==> src/hdl/nwg_pkg.sv <==
// package: register map, field positions, timing and carrier types of the nvm write guard
package nwg_pkg;
    // register indices; byte address on the bus is four times the index
    localparam logic [9:0] IDX_IRQ_FLAGS = 10'h00d;
    localparam logic [9:0] IDX_IRQ_ENABLES = 10'h08d;
    localparam logic [9:0] IDX_DATA_LOW = 10'h10c;
    localparam logic [9:0] IDX_ADDR_LOW = 10'h10d;
    localparam logic [9:0] IDX_DATA_HIGH = 10'h10e;
    localparam logic [9:0] IDX_ADDR_HIGH = 10'h10f;
    localparam logic [9:0] IDX_CONTROL = 10'h18c;
    localparam logic [9:0] IDX_UNLOCK = 10'h18d;
    // nvm_control bit positions
    localparam int CTL_PGM_SEL = 7;
    localparam int CTL_FREE = 4;
    localparam int CTL_ABORTED = 3;
    localparam int CTL_WRITE_ENABLE_LATCH = 2;
    localparam int CTL_WR = 1;
    localparam int CTL_RD = 0;
    // irq flag and enable bit position
    localparam int IRQ_DONE_BIT = 4;
    // reset values
    localparam logic [7:0] IRQ_FLAGS_RST = 8'h00;
    localparam logic [7:0] IRQ_ENABLES_RST = 8'h00;
    // unlock key bytes
    localparam logic [7:0] KEY_FIRST = 8'h55;
    localparam logic [7:0] KEY_SECOND = 8'haa;
    // last word of a four-word program block
    localparam logic [1:0] BLOCK_LAST = 2'h3;
    // protect field: write-protected program words lie below this limit
    localparam logic [10:0] PROT_LIMIT_00 = 11'h400;
    localparam logic [10:0] PROT_LIMIT_01 = 11'h200;
    localparam logic [10:0] PROT_LIMIT_10 = 11'h100;
    localparam logic [10:0] PROT_LIMIT_11 = 11'h000;
    // power-up timer
    localparam int CLK_HZ = 50_000_000;
    localparam int PWRT_MS = 72;
    localparam int PWRT_CYCLES = PWRT_MS * (CLK_HZ / 1000);
    localparam int PWRT_W = 22;
    // key sequence tracker, gray along the usual path
    typedef enum logic [1:0] {
        LK_IDLE = 2'b00,
        LK_GOT_FIRST = 2'b01,
        LK_ARMED = 2'b11
    } nwg_lock_type;
    // write engine, gray along the usual path
    typedef enum logic [1:0] {
        EN_IDLE = 2'b00,
        EN_RUN = 2'b01,
        EN_FINISH = 2'b11
    } nwg_eng_type;
    // request towards the nonvolatile arrays
    typedef struct packed {
        logic wr;
        logic rd;
        logic pgm;
        logic erase;
        logic [10:0] addr;
        logic [13:0] data;
    } nwg_nvm_req_type;
endpackage

==> src/hdl/nwg_regs.sv <==
// nvm write guard: register file, unlock sequence, write engine and code protect gating
//
// Behaviour
// - write enable latch is cleared by every reset, including power-up.
// - data eeprom write start is refused while the power-up timer runs.
// - start needs the enable latch set and the key sequence just before it.
// - code protect of data eeprom leaves internal reads and writes working.
// - code protect of data eeprom blocks every external eeprom access.
// - code protect of data eeprom also blocks external program memory writes.
// - program memory protect keeps internal access, blocks all external program memory access.
// - internal program writes into the protected region are suppressed.
// - unlock port has no storage; it reads as zero.
// - low data byte register sits at index 10ch.
// - low address byte register sits at index 10dh.
// - high data byte register at 10eh holds six bits, top two read zero.
// - data and address registers are not reset; unused bits read zero.
// - short program write clears the start bit after one cycle.
`timescale 1ns/1ps
module nwg_regs #(
    parameter int PWRT_CYCLES = nwg_pkg::PWRT_CYCLES
) (
    input wire logic clk_i, // system clock, 50 mhz
    input wire logic rst_i, // synchronous reset, active high
    input wire logic por_i, // power-on reset indication from the supply monitor
    input wire logic cyc_i, // wishbone cycle
    input wire logic stb_i, // wishbone strobe
    input wire logic we_i, // wishbone write
    input wire logic [11:0] adr_i, // wishbone byte address
    input wire logic [3:0] sel_i, // wishbone byte selects
    input wire logic [31:0] dat_i, // wishbone write data
    output logic [31:0] dat_o, // wishbone read data
    output logic ack_o, // wishbone acknowledge
    output logic irq_o, // interrupt request level
    output nwg_pkg::nwg_nvm_req_type nvm_req_o, // request to the arrays
    input wire logic [13:0] nvm_rdata_i, // array read data, one cycle after rd
    input wire logic nvm_done_i, // array reports end of a long write
    input wire logic cp_data_i, // config: data eeprom code protect
    input wire logic cp_pgm_i, // config: program memory code protect
    input wire logic [1:0] protect_region_field_i, // config: write-protect region
    input wire logic ext_rd_req_i, // external programmer read request pin
    input wire logic ext_wr_req_i, // external programmer write request pin
    input wire logic ext_pgm_i, // external programmer targets program memory
    output logic ext_rd_grant_o, // external read allowed
    output logic ext_wr_grant_o // external write allowed
);
    ////////////////////////////////////////////////////////////////////////////
    // state
    logic ack_q;
    logic [31:0] dat_q;
    logic [7:0] flags_q;
    logic [7:0] enables_q;
    logic irq_q;
    logic [7:0] data_low_q;
    logic [7:0] addr_low_q;
    logic [5:0] data_high_q;
    logic [2:0] addr_high_q;
    logic pgm_sel_q;
    logic free_q;
    logic aborted_q;
    logic write_enable_latch_q;
    logic wr_q;
    logic rd_q;
    logic rd_cap_q;
    localparam int PWRT_W = nwg_pkg::PWRT_W;
    localparam logic [PWRT_W-1:0] PWRT_LOAD = PWRT_W'(PWRT_CYCLES);
    logic [PWRT_W-1:0] pwrt_q;
    logic por_s1_q;
    logic por_s2_q;
    logic [2:0] ext_s1_q;
    logic [2:0] ext_s2_q;
    logic ext_rd_q;
    logic ext_wr_q;
    nwg_pkg::nwg_lock_type lock_q;
    nwg_pkg::nwg_eng_type eng_q;
    nwg_pkg::nwg_nvm_req_type req_q;

    ////////////////////////////////////////////////////////////////////////////
    // bus decode and command terms
    logic acc;
    logic wr_acc;
    logic [9:0] idx;
    logic [7:0] wb;
    logic ctl_wr;
    logic [10:0] full_addr;
    logic [10:0] prot_limit;
    logic prot_hit;
    logic pwrt_run;
    logic go;
    logic short_wr;
    logic rd_go;

    assign acc = cyc_i && stb_i && !ack_q;
    assign wr_acc = acc && we_i && sel_i[0];
    assign idx = adr_i[11:2];
    assign wb = dat_i[7:0];
    assign ctl_wr = wr_acc && (idx == nwg_pkg::IDX_CONTROL);
    assign full_addr = {addr_high_q, addr_low_q};
    assign pwrt_run = (pwrt_q != '0);

    // protected program region from the configuration field
    always_comb begin
        case (protect_region_field_i)
            2'b00: prot_limit = nwg_pkg::PROT_LIMIT_00;
            2'b01: prot_limit = nwg_pkg::PROT_LIMIT_01;
            2'b10: prot_limit = nwg_pkg::PROT_LIMIT_10;
            default: prot_limit = nwg_pkg::PROT_LIMIT_11;
        endcase
    end
    assign prot_hit = (full_addr < prot_limit);

    // start accepted only with latch, fresh key and no guard in the way
    // internal accesses never look at the code-protect bits
    assign go = ctl_wr && wb[nwg_pkg::CTL_WR] && !wr_q && !rd_q && write_enable_latch_q
        && wb[nwg_pkg::CTL_WRITE_ENABLE_LATCH] && (lock_q == nwg_pkg::LK_ARMED)
        && (eng_q == nwg_pkg::EN_IDLE)
        && !(!wb[nwg_pkg::CTL_PGM_SEL] && pwrt_run)
        && !(wb[nwg_pkg::CTL_PGM_SEL] && prot_hit);
    assign short_wr = wb[nwg_pkg::CTL_PGM_SEL] && !wb[nwg_pkg::CTL_FREE]
        && (addr_low_q[1:0] != nwg_pkg::BLOCK_LAST);
    assign rd_go = ctl_wr && wb[nwg_pkg::CTL_RD] && !rd_q && !wr_q
        && (eng_q == nwg_pkg::EN_IDLE);

    ////////////////////////////////////////////////////////////////////////////
    // wishbone answer: ack one cycle after the request, registered data
    always_ff @(posedge clk_i) begin
        if (rst_i) begin
            ack_q <= 1'b0;
            dat_q <= '0;
        end else begin
            ack_q <= acc;
            dat_q <= '0;
            if (acc && !we_i) begin
                case (idx)
                    nwg_pkg::IDX_IRQ_FLAGS: dat_q[7:0] <= flags_q;
                    nwg_pkg::IDX_IRQ_ENABLES: dat_q[7:0] <= enables_q;
                    nwg_pkg::IDX_DATA_LOW: dat_q[7:0] <= data_low_q;
                    nwg_pkg::IDX_ADDR_LOW: dat_q[7:0] <= addr_low_q;
                    nwg_pkg::IDX_DATA_HIGH: dat_q[5:0] <= data_high_q;
                    nwg_pkg::IDX_ADDR_HIGH: dat_q[2:0] <= addr_high_q;
                    nwg_pkg::IDX_CONTROL: dat_q[7:0] <= {pgm_sel_q, 2'b00, free_q,
                        aborted_q, write_enable_latch_q, wr_q, rd_q};
                    default: dat_q <= '0; // unlock port and unmapped read zero
                endcase
            end
        end
    end
    assign ack_o = ack_q;
    assign dat_o = dat_q;

    ////////////////////////////////////////////////////////////////////////////
    // data and address registers: no reset, keep value through all resets
    always_ff @(posedge clk_i) begin
        if (wr_acc && idx == nwg_pkg::IDX_DATA_LOW) begin
            data_low_q <= wb;
        end
        if (wr_acc && idx == nwg_pkg::IDX_ADDR_LOW) begin
            addr_low_q <= wb;
        end
        if (wr_acc && idx == nwg_pkg::IDX_DATA_HIGH) begin
            data_high_q <= wb[5:0];
        end
        if (wr_acc && idx == nwg_pkg::IDX_ADDR_HIGH) begin
            addr_high_q <= wb[2:0];
        end
        if (rd_cap_q && !rst_i) begin
            data_low_q <= nvm_rdata_i[7:0];
            data_high_q <= nvm_rdata_i[13:8];
        end
    end

    ////////////////////////////////////////////////////////////////////////////
    // power-on indication synchroniser and power-up timer
    always_ff @(posedge clk_i) begin
        por_s1_q <= por_i;
        por_s2_q <= por_s1_q;
    end

    // timer reloads on any reset and while power-on is flagged, then counts down
    always_ff @(posedge clk_i) begin
        if (rst_i || por_s2_q) begin
            pwrt_q <= PWRT_LOAD;
        end else if (pwrt_run) begin
            pwrt_q <= pwrt_q - 1'b1;
        end
    end

    ////////////////////////////////////////////////////////////////////////////
    // unlock key tracker: the port itself stores nothing
    always_ff @(posedge clk_i) begin
        if (rst_i) begin
            lock_q <= nwg_pkg::LK_IDLE;
        end else if (wr_acc) begin
            if (idx == nwg_pkg::IDX_UNLOCK) begin
                if (lock_q == nwg_pkg::LK_GOT_FIRST && wb == nwg_pkg::KEY_SECOND) begin
                    lock_q <= nwg_pkg::LK_ARMED;
                end else if (wb == nwg_pkg::KEY_FIRST) begin
                    lock_q <= nwg_pkg::LK_GOT_FIRST;
                end else begin
                    lock_q <= nwg_pkg::LK_IDLE;
                end
            end else begin
                lock_q <= nwg_pkg::LK_IDLE; // any other write spends the key
            end
        end
    end

    ////////////////////////////////////////////////////////////////////////////
    // control register and write engine
    always_ff @(posedge clk_i) begin
        if (rst_i) begin
            // a cut long write stays flagged over a held reset; power-on clears it
            aborted_q <= (eng_q != nwg_pkg::EN_IDLE) || (aborted_q && !por_s2_q);
            pgm_sel_q <= 1'b0;
            free_q <= 1'b0;
            write_enable_latch_q <= 1'b0;
            wr_q <= 1'b0;
            rd_q <= 1'b0;
            rd_cap_q <= 1'b0;
            eng_q <= nwg_pkg::EN_IDLE;
            req_q <= '0;
        end else begin
            req_q.wr <= 1'b0;
            req_q.rd <= 1'b0;
            rd_cap_q <= req_q.rd;
            if (ctl_wr) begin
                write_enable_latch_q <= wb[nwg_pkg::CTL_WRITE_ENABLE_LATCH];
                aborted_q <= wb[nwg_pkg::CTL_ABORTED];
                if (eng_q == nwg_pkg::EN_IDLE && !wr_q) begin
                    pgm_sel_q <= wb[nwg_pkg::CTL_PGM_SEL];
                    free_q <= wb[nwg_pkg::CTL_FREE];
                end
            end
            if (rd_go) begin
                rd_q <= 1'b1;
                req_q.rd <= 1'b1;
                req_q.pgm <= wb[nwg_pkg::CTL_PGM_SEL];
                req_q.addr <= full_addr;
            end else if (rd_cap_q) begin
                rd_q <= 1'b0;
            end
            case (eng_q)
                nwg_pkg::EN_IDLE: begin
                    if (go) begin
                        wr_q <= 1'b1;
                        req_q.wr <= 1'b1;
                        req_q.pgm <= wb[nwg_pkg::CTL_PGM_SEL];
                        req_q.erase <= wb[nwg_pkg::CTL_FREE];
                        req_q.addr <= full_addr;
                        req_q.data <= {data_high_q, data_low_q};
                        if (!short_wr) begin
                            eng_q <= nwg_pkg::EN_RUN;
                        end
                    end else if (wr_q) begin
                        wr_q <= 1'b0; // short write ends after one cycle
                    end
                end
                nwg_pkg::EN_RUN: begin
                    if (nvm_done_i) begin
                        eng_q <= nwg_pkg::EN_FINISH;
                    end
                end
                nwg_pkg::EN_FINISH: begin
                    wr_q <= 1'b0;
                    eng_q <= nwg_pkg::EN_IDLE;
                end
                default: eng_q <= nwg_pkg::EN_IDLE;
            endcase
        end
    end
    assign nvm_req_o = req_q;

    ////////////////////////////////////////////////////////////////////////////
    // interrupt flags, enables and output; a set beats a clear in the same cycle
    always_ff @(posedge clk_i) begin
        if (rst_i) begin
            flags_q <= nwg_pkg::IRQ_FLAGS_RST;
            enables_q <= nwg_pkg::IRQ_ENABLES_RST;
            irq_q <= 1'b0;
        end else begin
            if (wr_acc && idx == nwg_pkg::IDX_IRQ_FLAGS) begin
                flags_q[nwg_pkg::IRQ_DONE_BIT] <= flags_q[nwg_pkg::IRQ_DONE_BIT]
                    & ~wb[nwg_pkg::IRQ_DONE_BIT];
            end
            if (eng_q == nwg_pkg::EN_RUN && nvm_done_i) begin
                flags_q[nwg_pkg::IRQ_DONE_BIT] <= 1'b1;
            end
            if (wr_acc && idx == nwg_pkg::IDX_IRQ_ENABLES) begin
                enables_q[nwg_pkg::IRQ_DONE_BIT] <= wb[nwg_pkg::IRQ_DONE_BIT];
            end
            irq_q <= |(flags_q & enables_q);
        end
    end
    assign irq_o = irq_q;

    ////////////////////////////////////////////////////////////////////////////
    // external programmer path: pins synchronised, code protect gates grants
    always_ff @(posedge clk_i) begin
        ext_s1_q <= {ext_pgm_i, ext_wr_req_i, ext_rd_req_i};
        ext_s2_q <= ext_s1_q;
    end

    always_ff @(posedge clk_i) begin
        if (rst_i) begin
            ext_rd_q <= 1'b0;
            ext_wr_q <= 1'b0;
        end else begin
            ext_rd_q <= ext_s2_q[0] && (ext_s2_q[2] ? !cp_pgm_i : !cp_data_i);
            ext_wr_q <= ext_s2_q[1]
                && (ext_s2_q[2] ? !(cp_pgm_i || cp_data_i) : !cp_data_i);
        end
    end
    assign ext_rd_grant_o = ext_rd_q;
    assign ext_wr_grant_o = ext_wr_q;
endmodule

==> config.mk <==
export PLATFORM = sky130hd
export DESIGN_NAME = nwg_regs
export DESIGN_NICKNAME = d
export VERILOG_FILES = /design/src/hdl/nwg_pkg.sv /design/src/hdl/nwg_regs.sv
export SDC_FILE = /design/constraint.sdc
export NUM_CORES = 1
export LEC_CHECK = 0
export BUFFER_PORTS_ARGS = -buffer_cell sky130_fd_sc_hd__buf_2
export CAP_MARGIN = 0
export CORE_ASPECT_RATIO = 1.2
export CORE_MARGIN = 2
export CORE_UTILIZATION = 55
export CTS_CLUSTER_SIZE = 16
export DETAILED_ROUTE_END_ITERATION = 12
export GPL_ROUTABILITY_DRIVEN = 0
export GPL_TIMING_DRIVEN = 0
export PLACE_DENSITY_LB_ADDON = 0.05
export SYNTH_ARGS = -nofsm -noshare
export SYNTH_HDL_FRONTEND = slang
export SYNTH_SLANG_ARGS = --single-unit
==> constraint.sdc <==
create_clock -name clk_i -period 7.5 [get_ports clk_i]
set_input_delay 2.25 -clock clk_i [delete_from_list [all_inputs] [get_ports clk_i]]
set_output_delay 2.25 -clock clk_i [all_outputs]
set_load 0.02 [all_outputs]
==> results.sh, run 1 <==
export IMPL_wire_per_inst_um=15.50
export IMPL_cts_sinks=109
export IMPL_cts_root_buffer="clkbuf_8"
export IMPL_htreeDepth=3
export IMPL_met3_usage_pct=3.054
export IMPL_core_area_sq_um=8472
export IMPL_vias=3733
export IMPL_drt_iter0_drc=194
export IMPL_final_cell_mix="87 x buf_2, 83 x dfxtp_1, 64 x nand2_1"
export IMPL_outcome="finished clean"
export IMPL_hold_path_class="reg -> reg"
export IMPL_overflow=0
export IMPL_power_switching_uw=291.3
export IMPL_rows=37
export IMPL_drt_wl_total_um=11070
export IMPL_viasPerCell=5.228
export IMPL_cp_start_kind="input port"
export IMPL_grt_start_max_net_pins=18
export IMPL_drc=0
export IMPL_yosysWarnings=0
export IMPL_rsz0062_at_grt="no"
export IMPL_async_reset_ff_share_pct=0
export IMPL_dieArea_sq_um=9346
export IMPL_synth_mux_area_share_pct=7.684
export IMPL_synth_top_area_share_pct=35.19
export IMPL_die_y_um=105.5
export IMPL_worstPathArrival_ps=5230
export IMPL_cts_tree="built"
export IMPL_portBuffers=86
export IMPL_drv_cap=0
export IMPL_mostFrequentLayoutCell="buf_2"
export IMPL_postSynthAreaPerCell_sq_um=10.00
export IMPL_p_int_uw=851.2
export IMPL_cts_path_max_buffers=2
export IMPL_power_leakage_uw=0.002409
export IMPL_synth_seq_cells=109
export IMPL_met1_usage_pct=28.09
export IMPL_grt_pass1_wl_um=17060
export IMPL_report_final_setup_viol=0
export IMPL_setup_ws_ps=2267
export IMPL_end_kind="flop"
export IMPL_io_pins=141
export IMPL_clkPwrFrac_pct=33.1
export IMPL_power_per_cell_area_nw_per_um2=203.8
export IMPL_post_cts_buffers=0
export IMPL_syn_area_sq_um=4722
export IMPL_track_usage_pct=24.16
export IMPL_synth_cell_type_count=58
export IMPL_dr_pass1_iters=5
export IMPL_fin_crit_sh_pct=69.77
export IMPL_synth_compound_area_share_pct=7.658
export IMPL_ys_top_cells_by_area="dfxtp_1 35%, edfxtp_1 17%, mux2i_1 7.2%"
export IMPL_synth_xor_area_share_pct=2.597
export IMPL_tns_ps=0
export IMPL_post_cts_resized=0
export IMPL_fin_nets=674
export IMPL_slew_violations=0
export IMPL_clk_latency_ps=380
export IMPL_fin_area_sq_um=5607
export IMPL_clkTransAtPathRegs_ps=100
export IMPL_clock_skew_ps=10.27
export IMPL_postCtsHoldBufs=0
export IMPL_power_frac_seq_pct=54.6
export IMPL_place_area_sq_um=5385
export IMPL_area_growth_pct=18.73
export IMPL_switching_share_pct=25.49
export IMPL_path_class="in -> reg"
export IMPL_grt_busiest_layer="met2"
export IMPL_synth_flop_cell="dfxtp_1"
export IMPL_min_period_ps=5233
export IMPL_final_hold_violation_count=0
export IMPL_antenna_found_initial=0
export IMPL_dpl_hpwl_um=8459
export IMPL_max_freq_mhz=191.1
export IMPL_yosysTopAreaCell="dfxtp_1"
export IMPL_layout_drive_gt1_share_pct=24.62
export IMPL_path_max_fanout=9
export IMPL_grt_pass1_vias=3499
export IMPL_required_ps=7500
export IMPL_combinationalPowerShare_pct=12.3
export IMPL_die_width_um=88.59
export IMPL_numCtsBuffers=9
export IMPL_syn_inst=472
export IMPL_grt_use_met2_pct=42.53
export IMPL_yosysSeqAreaShare_pct=51.72
export IMPL_synth_adder_area_share_pct=1.590
export IMPL_initial_utilization_pct=55.74
export IMPL_dp_slack_ps=1839
export IMPL_num_antenna_cells=0
export IMPL_postRouteAntennaNets=0
export IMPL_worstMarginPinSlew_ps=1267
export IMPL_relSlewSlack_pct=14.63
export IMPL_synth_simple_area_share_pct=21.94
export IMPL_ir_drop_mv=0.1308
export IMPL_synth_top_family_by_area="simple AND/OR/NAND/NOR gates"
export IMPL_synth_edff_count=26
[path summary, 6_finish.rpt]
| path | slack (ps) | cells past startpoint | endpoint | startpoint |
|---|---|---|---|---|
| setup / recovery | 2270 | 7 | data_low_q[4] | adr_i[11] |
| hold / removal | 340 | 0 | ext_s2_q[0] | ext_s1_q[0] |
| setup reg to reg | 4700 | 8 | nvm_req_o[18] | addr_high_q[1] |
| hold reg to reg | 340 | 0 | ext_s2_q[0] | ext_s1_q[0] |
[worst max-delay path: stages]
cell	delay, ps
buf_2	100
nand2b_1	190
or4b_1	470
clkbuf_1	190
nor3_1	940
inv_1	80
o21ai_0	1010
[power by group through the flow]
stage	logic (uW)	registers (uW)	clock network, uW
after floorplan	101	635	0
after global placement	136	636	0
after detailed placement	139	637	0
after CTS	139	624	383
after global routing	154	625	405
final	140	624	379
[kinds of logic (layout without fill, tap and decap cells)]
family,after synthesis,after routing
AND/OR/NAND/NOR,205,205
AO/OA/AOI/OAI,49,49
multiplexers,36,36
adder cells (fa/ha/maj),6,6
other,1,24
XOR/XNOR,14,14
buffers and inverters,52,154
flip-flops,109,109
[registers in the layout (all words and copies together), names as in the netlist, 2 cells and up]
| signal | flops |
|---|---|
| addr_high_q | 3 |
| addr_low_q | 8 |
| dat_o | 8 |
| pwrt_q | 22 |
| eng_q | 2 |
| ext_s1_q | 3 |
| ext_s2_q | 3 |
| nvm_req_o | 29 |
| data_high_q | 6 |
| lock_q | 2 |
| data_low_q | 8 |
[routing by layer]
metal / routed length [um] / up-vias
met4: 347 / 0
li1: - / 1838
met2: 5878 / 109
met1: 4410 / 1762
met5: 0 / -
met3: 430 / 24
[cells in the mapped netlist (2+ instances only)]
library cell / n
a31o_2: 2
a21oi_1: 12
nor2b_1: 5
and2_1: 2
nand2_1: 64
or3_1: 10
mux2_2: 2
xor2_1: 7
inv_1: 10
a222oi_1: 7
a22oi_1: 6
or2_2: 5
and4_1: 2
buf_6: 2
a311oi_1: 2
buf_4: 24
a21o_1: 2
nand3b_1: 2
edfxtp_1: 26
nor3b_1: 2
mux2i_1: 34
or4_1: 2
a31oi_1: 2
nand3_1: 5
nand2b_1: 7
nor3_1: 16
and3_1: 3
o211ai_1: 2
nor4_1: 4
nand4_1: 3
clkbuf_1: 14
o21ai_0: 7
ha_1: 6
nor4_2: 2
nor2_1: 60
dfxtp_1: 83
xnor2_1: 7
[stage by stage]
step           std cells  total power (uW)  utilization, %  hold slack, ps
5_1_grt              714              1184           66.18           343.3
2_1_floorplan        495             736.0               -           309.6
6_report             714              1142           66.18           336.3
4_1_cts              714              1146           66.18           336.3
3_5_place_dp         698             776.0           63.57           312.8
3_3_place_gp         698             772.1           63.57           309.8
[layout make-up]
class,count,area (sq um)
timing repair buffer,86,430.4
buffer,42,280.3
tap,117,146.4
sequential,109,2442
clock inverter,3,20.02
inverter,10,37.54
clock buffer,13,201.4
multi-input combinational,334,2048
fill,736,2865
Power figures use the tool's default switching activity.
==> inputs of run 2 (changes only) <==
- ABC_AREA: default -> 1
- CORE_UTILIZATION: 55 -> 47
- clock period: 7.5 -> 4.6 ns (I/O delays scaled with it)
==> run 2 against run 1 <==
Via count grew 16%. Sequential share of layout area shrank 2.1 points. Hold slack lost 9.4 ps. First-iteration DRC count grew 20%. Clock skew shrank 3.5 ps. Synthesized cell count grew 30%. Critical path depth shrank 1. Synthesized area grew 3.8%. Clock power grew 110%. Routed wire length grew 11%. Register-to-register slack lost 2200 ps. Critical path type unchanged. Largest power group unchanged. Highest routed layer unchanged.
==> results.sh, run 2 <==
export IMPL_synth_flop_cell="dfxtp_1"
export IMPL_htreeDepth=3
export IMPL_switching_share_pct=23.78
export IMPL_hold_path_class="reg -> reg"
export IMPL_min_period_ps=2990
export IMPL_dieArea_sq_um=11260
export IMPL_drt_iter0_drc=232
export IMPL_dr_pass1_iters=5
export IMPL_yosysTopAreaCell="dfxtp_1"
export IMPL_fin_nets=815
export IMPL_cts_root_buffer="clkbuf_16"
export IMPL_final_hold_violation_count=0
export IMPL_yosysSeqAreaShare_pct=49.83
export IMPL_area_growth_pct=20.12
export IMPL_clkTransAtPathRegs_ps=70
export IMPL_postSynthAreaPerCell_sq_um=8.008
export IMPL_crit_slowest_cell="o21ai_0"
export IMPL_viasPerCell=5.015
export IMPL_largest_register_ffs=29
export IMPL_drc=0
export IMPL_io_pins=141
export IMPL_power_frac_seq_pct=51.6
export IMPL_track_usage_pct=22.00
export IMPL_max_freq_mhz=334.5
export IMPL_dpl_hpwl_um=9694
export IMPL_cp_start_kind="input port"
export IMPL_syn_inst=612
export IMPL_max_stage_delay_ps=740
export IMPL_rows=40
export IMPL_cts_tree="built"
export IMPL_ir_drop_mv=0.1643
export IMPL_fin_crit_sh_pct=64.99
export IMPL_cts_path_max_buffers=2
export IMPL_relSlewSlack_pct=20.85
export IMPL_ys_top_cells_by_area="dfxtp_1 34%, edfxtp_1 16%, nand2_1 8.7%"
export IMPL_yosysWarnings=0
export IMPL_whs_ps=326.8
export IMPL_power_leakage_uw=0.002688
export IMPL_post_cts_resized=0
export IMPL_numCtsBuffers=9
export IMPL_vias=4333
export IMPL_overflow=0
export IMPL_die_width_um=97.22
export IMPL_clkPwrFrac_pct=40.6
export IMPL_synth_top_area_share_pct=33.90
export IMPL_path_max_fanout=6
export IMPL_fin_area_sq_um=5887
export IMPL_syn_area_sq_um=4901
export IMPL_cp_top_family="compound AO/OA/AOI/OAI gates"
export IMPL_p_int_uw=1473
export IMPL_rsz0062_at_grt="no"
export IMPL_dp_slack_ps=1212
export IMPL_required_ps=4580
export IMPL_outcome="finished clean"
export IMPL_path_class="in -> reg"
export IMPL_synth_seq_cells=109
export IMPL_setup_ws_ps=1610
export IMPL_cts_sinks=109
export IMPL_postCtsHoldBufs=0
export IMPL_cp_cell_sequence="buf_2 > inv_1 > nand2_1 > nor3_1 > nand3b_1 > o21ai_0"
export IMPL_place_area_sq_um=5580
export IMPL_clock_skew_ps=6.725
export IMPL_grt_start_max_net_pins=20
export IMPL_power_per_cell_area_nw_per_um2=328.2
export IMPL_initial_utilization_pct=48.48
export IMPL_portBuffers=87
export IMPL_antenna_found_initial=0
export IMPL_synth_cell_type_count=38
export IMPL_end_kind="flop"
export IMPL_synth_edff_count=26
export IMPL_report_final_setup_viol=0
export IMPL_worstMarginPinSlew_ps=1175
export IMPL_slew_violations=0
export IMPL_grt_pass1_vias=4091
export IMPL_clk_latency_ps=350
export IMPL_core_area_sq_um=10110
export IMPL_wire_per_inst_um=14.20
export IMPL_num_antenna_cells=0
export IMPL_die_y_um=115.9
export IMPL_postRouteAntennaNets=0
export IMPL_power_switching_uw=459.4
export IMPL_grt_pass1_wl_um=19440
export IMPL_tns_ps=0
export IMPL_layout_drive_gt1_share_pct=20.73
export IMPL_total_power_uw=1932
export IMPL_synth_top_cells_by_count="113 x nand2_1, 113 x nor2_1, 83 x dfxtp_1"
export IMPL_combinationalPowerShare_pct=7.8
export IMPL_async_reset_ff_share_pct=0
export IMPL_post_cts_buffers=0
export IMPL_drt_wl_total_um=12270
export IMPL_drv_cap=0
export IMPL_worstPathArrival_ps=2970
export IMPL_path_buf_inv=2
export IMPL_final_cell_mix="113 x nand2_1, 113 x nor2_1, 88 x buf_2"
-- run 2: changes by cell type after synthesis, moves of 7 or more --
| cell | previous run | this run |
|---|---|---|
| mux2i_1 | 34 | 0 |
| or3_1 | 10 | 0 |
| o21ai_0 | 7 | 39 |
| nor3_1 | 16 | 7 |
| nand2_1 | 64 | 113 |
| a21oi_1 | 12 | 28 |
| nor2_1 | 60 | 113 |
| a222oi_1 | 7 | 0 |
| o21ai_1 | 0 | 9 |
| inv_1 | 10 | 51 |
| nand2b_1 | 7 | 0 |
| nand3_1 | 5 | 38 |
-- run 2: cell type report --
type	instances	area, sq um
buffer	38	256.5
clock inverter	7	81.33
clock buffer	9	225.2
tap	126	157.7
fill	968	4223
multi-input combinational	433	2082
sequential	109	2442
inverter	55	206.4
timing repair buffer	87	435.4
-- run 2: through the flow --
step,std cells,utilization (%)
2_1_floorplan,635,-
3_3_place_gp,848,55.20
3_5_place_dp,848,55.20
4_1_cts,864,58.23
5_1_grt,864,58.23
6_report,864,58.23
-- run 2: worst reg2reg max path, stage by stage, from the launching register on --
cell and delay [ps]:
dfxtp_1 310, inv_1 60, nand3_2 100, nor2_4 170, inv_1 160, o21ai_0 950
-- run 2: per-layer routing --
| metal | global-route usage, % | share of wire, % |
|---|---|---|
| met1 | 24.35 | 39 |
| met3 | 4.041 | 5.3 |
| met5 | 0 | 0 |
| met2 | 40.88 | 52 |
| met4 | 10.93 | 3.5 |
-- run 2: worst paths after layout --
check / from / endpoint / slack, ps / depth (start not counted)
worst max-delay path: adr_i[11] / data_high_q[5] / 1610 / 6
worst min-delay path: por_s1_q / por_s2_q / 330 / 0
worst min register to register: por_s1_q / por_s2_q / 330 / 0
worst max register to register: ack_o / data_low_q[3] / 2480 / 5
-- run 2: cells by family after synthesis --
logic type | Yosys count | share of synthesized area (%)
other | 1 | 0.07652
XOR/XNOR | 5 | 0.8937
AO/OA/AOI/OAI | 89 | 9.574
AND/OR/NAND/NOR | 309 | 28.64
adder cells (fa/ha/maj) | 6 | 1.532
flip-flops | 109 | 49.83
buffers and inverters | 93 | 9.446
-- run 2: power groups by stage --
stage / logic [uW] / clock network (uW) / registers, uW
finish: 151 / 785 / 997
global placement: 146 / 0 / 1020
CTS: 150 / 801 / 996
detailed placement: 149 / 0 / 1020
global route: 167 / 846 / 998
floorplan: 98.3 / 0 / 1020
==> inputs of run 3 (changes only) <==
- CORE_UTILIZATION: 47 -> 52
- clock period: 4.6 -> 2.9 ns (I/O delays scaled with it)
==> run 3 against run 2 <==
Clock power rose by 13%. Via count rose by 1.6%. Combinational power rose by 58%. Global-route usage rose by 1.7 points. Register-to-register slack got worse by 1700 ps. First-iteration DRC count rose by 37%. Critical path depth did not move. Worst setup slack got worse by 1200 ps. Highest routed layer unchanged. Routed wire length fell by 1.3%. Sequential share of layout area rose by 0.91 points.
==> results.sh, run 3 (same netlist as run 2, synthesis figures left out) <==
export IMPL_cts_tree="built"
export IMPL_cts_root_buffer="clkbuf_8"
export IMPL_area_growth_pct=17.54
export IMPL_post_cts_resized=0
export IMPL_final_hold_violation_count=0
export IMPL_antenna_found_initial=0
export IMPL_io_pins=141
export IMPL_path_max_fanout=6
export IMPL_drc=0
export IMPL_tns_ps=0
export IMPL_portBuffers=87
export IMPL_fin_area_sq_um=5761
export IMPL_slew_violations=0
export IMPL_core_area_sq_um=9129
export IMPL_instances_no_fill=858
export IMPL_num_antenna_cells=0
export IMPL_vias=4402
export IMPL_largest_register_ffs=29
export IMPL_postCtsHoldBufs=0
export IMPL_placedCellCount=842
export IMPL_path_class="in -> reg"
export IMPL_initial_utilization_pct=53.69
export IMPL_worstMarginPinSlew_ps=1210
export IMPL_worstPathArrival_ps=2470
export IMPL_rows=38
export IMPL_cp_cell_sequence="buf_2 > inv_1 > nand2_1 > nor3_1 > nand3b_1 > o21ai_0"
export IMPL_drt_iter0_drc=317
export IMPL_layout_drive_gt1_share_pct=20.73
export IMPL_drv_cap=0
export IMPL_grt_pass1_wl_um=18690
export IMPL_htreeDepth=3
export IMPL_power_per_cell_area_nw_per_um2=469.9
export IMPL_hold_path_class="reg -> reg"
export IMPL_fin_crit_sh_pct=84.75
export IMPL_wire_per_inst_um=14.11
export IMPL_min_period_ps=2458
export IMPL_die_y_um=110.4
export IMPL_postRouteAntennaNets=0
export IMPL_dpl_hpwl_um=9533
export IMPL_total_power_uw=2707
export IMPL_clock_skew_ps=17.66
export IMPL_dr_pass1_iters=5
export IMPL_drt_wl_total_um=12110
export IMPL_cp_top_family="compound AO/OA/AOI/OAI gates"
export IMPL_max_stage_delay_ps=740
export IMPL_end_kind="flop"
export IMPL_max_freq_mhz=406.9
export IMPL_rsz0062_at_grt="no"
export IMPL_clkTransAtPathRegs_ps=120
export IMPL_overflow=0
export IMPL_relSlewSlack_pct=18.47
export IMPL_place_area_sq_um=5573
export IMPL_grt_start_max_net_pins=21
export IMPL_outcome="finished clean"
export IMPL_track_usage_pct=23.68
export IMPL_power_leakage_uw=0.002638
export IMPL_clk_latency_ps=370
export IMPL_crit_slowest_cell="o21ai_0"
export IMPL_ir_drop_mv=0.3544
export IMPL_post_cts_buffers=0
export IMPL_dieArea_sq_um=10220
export IMPL_numCtsBuffers=9
export IMPL_report_final_setup_viol=0
export IMPL_final_cell_mix="113 x nand2_1, 113 x nor2_1, 88 x buf_2"
export IMPL_fin_nets=815
export IMPL_grt_pass1_vias=4030
export IMPL_die_width_um=92.63
export IMPL_required_ps=2910
export IMPL_cts_sinks=109
export IMPL_viasPerCell=5.131
export IMPL_path_buf_inv=2
export IMPL_cts_path_max_buffers=2
export IMPL_cp_start_kind="input port"
[run 3: changes by cell type in the layout (fill, tap and decap cells not counted)]
| cell | previous run | this run |
|---|---|---|
| clkinvlp_4 | 1 | 0 |
| bufinv_16 | 1 | 0 |
| clkbuf_8 | 0 | 9 |
| inv_8 | 2 | 3 |
| clkinv_4 | 1 | 2 |
| clkbuf_16 | 9 | 0 |
[run 3: final timing paths]
kind / start / end / slack [ps] / cells after the start
hold reg to reg: por_s1_q / por_s2_q / 340 / 0
hold / removal: por_s1_q / por_s2_q / 340 / 0
setup / recovery: adr_i[11] / data_high_q[0] / 440 / 6
setup reg to reg: ack_o / data_low_q[4] / 740 / 5
[run 3: report_power, final]
group          switching (uW)  leakage, uW  internal (uW)  total, uW
Combinational             156      0.00163           83.7        239
Sequential               11.7     0.000908           1570       1580
Clock                     552    0.0000972            335        886
[run 3: per-layer routing]
layer	track usage [%]	share of wire, %	vias up
li1	-	-	2198
met1	26.62	40	2014
met2	45.10	52	158
met3	2.991	4.9	32
met4	10.19	3.4	0
met5	0	0	-
[run 3: layout make-up]
type / instances / area (sq um)
plain buffers: 38 / 256.5
clock buffers: 9 / 123.9
clock inverters: 7 / 63.81
fillers: 874 / 3368
inverters: 55 / 206.4
multi-input cells: 433 / 2082
flip-flops and latches: 109 / 2442
well taps: 120 / 150.1
repair buffers: 87 / 435.4
[run 3: worst register-to-register path, delay by kind of cell (launching register included)]
kind / cells / cell delay [ps]
AOI/OAI and AO/OA: 1 / 980
and+or+nand+nor: 2 / 270
DFF: 1 / 320
buffers and inverters: 2 / 220
[run 3: stage by stage]
step                utilization [%]  hold WS (ps)  setup WS (ps)
finish                        63.10         337.2          442.3
global placement              61.05         310.5          127.6
detailed placement            61.05         312.1          54.16
global route                  63.10         343.6          263.8
floorplan                         -         309.6          594.2
CTS                           63.10         337.7          460.8
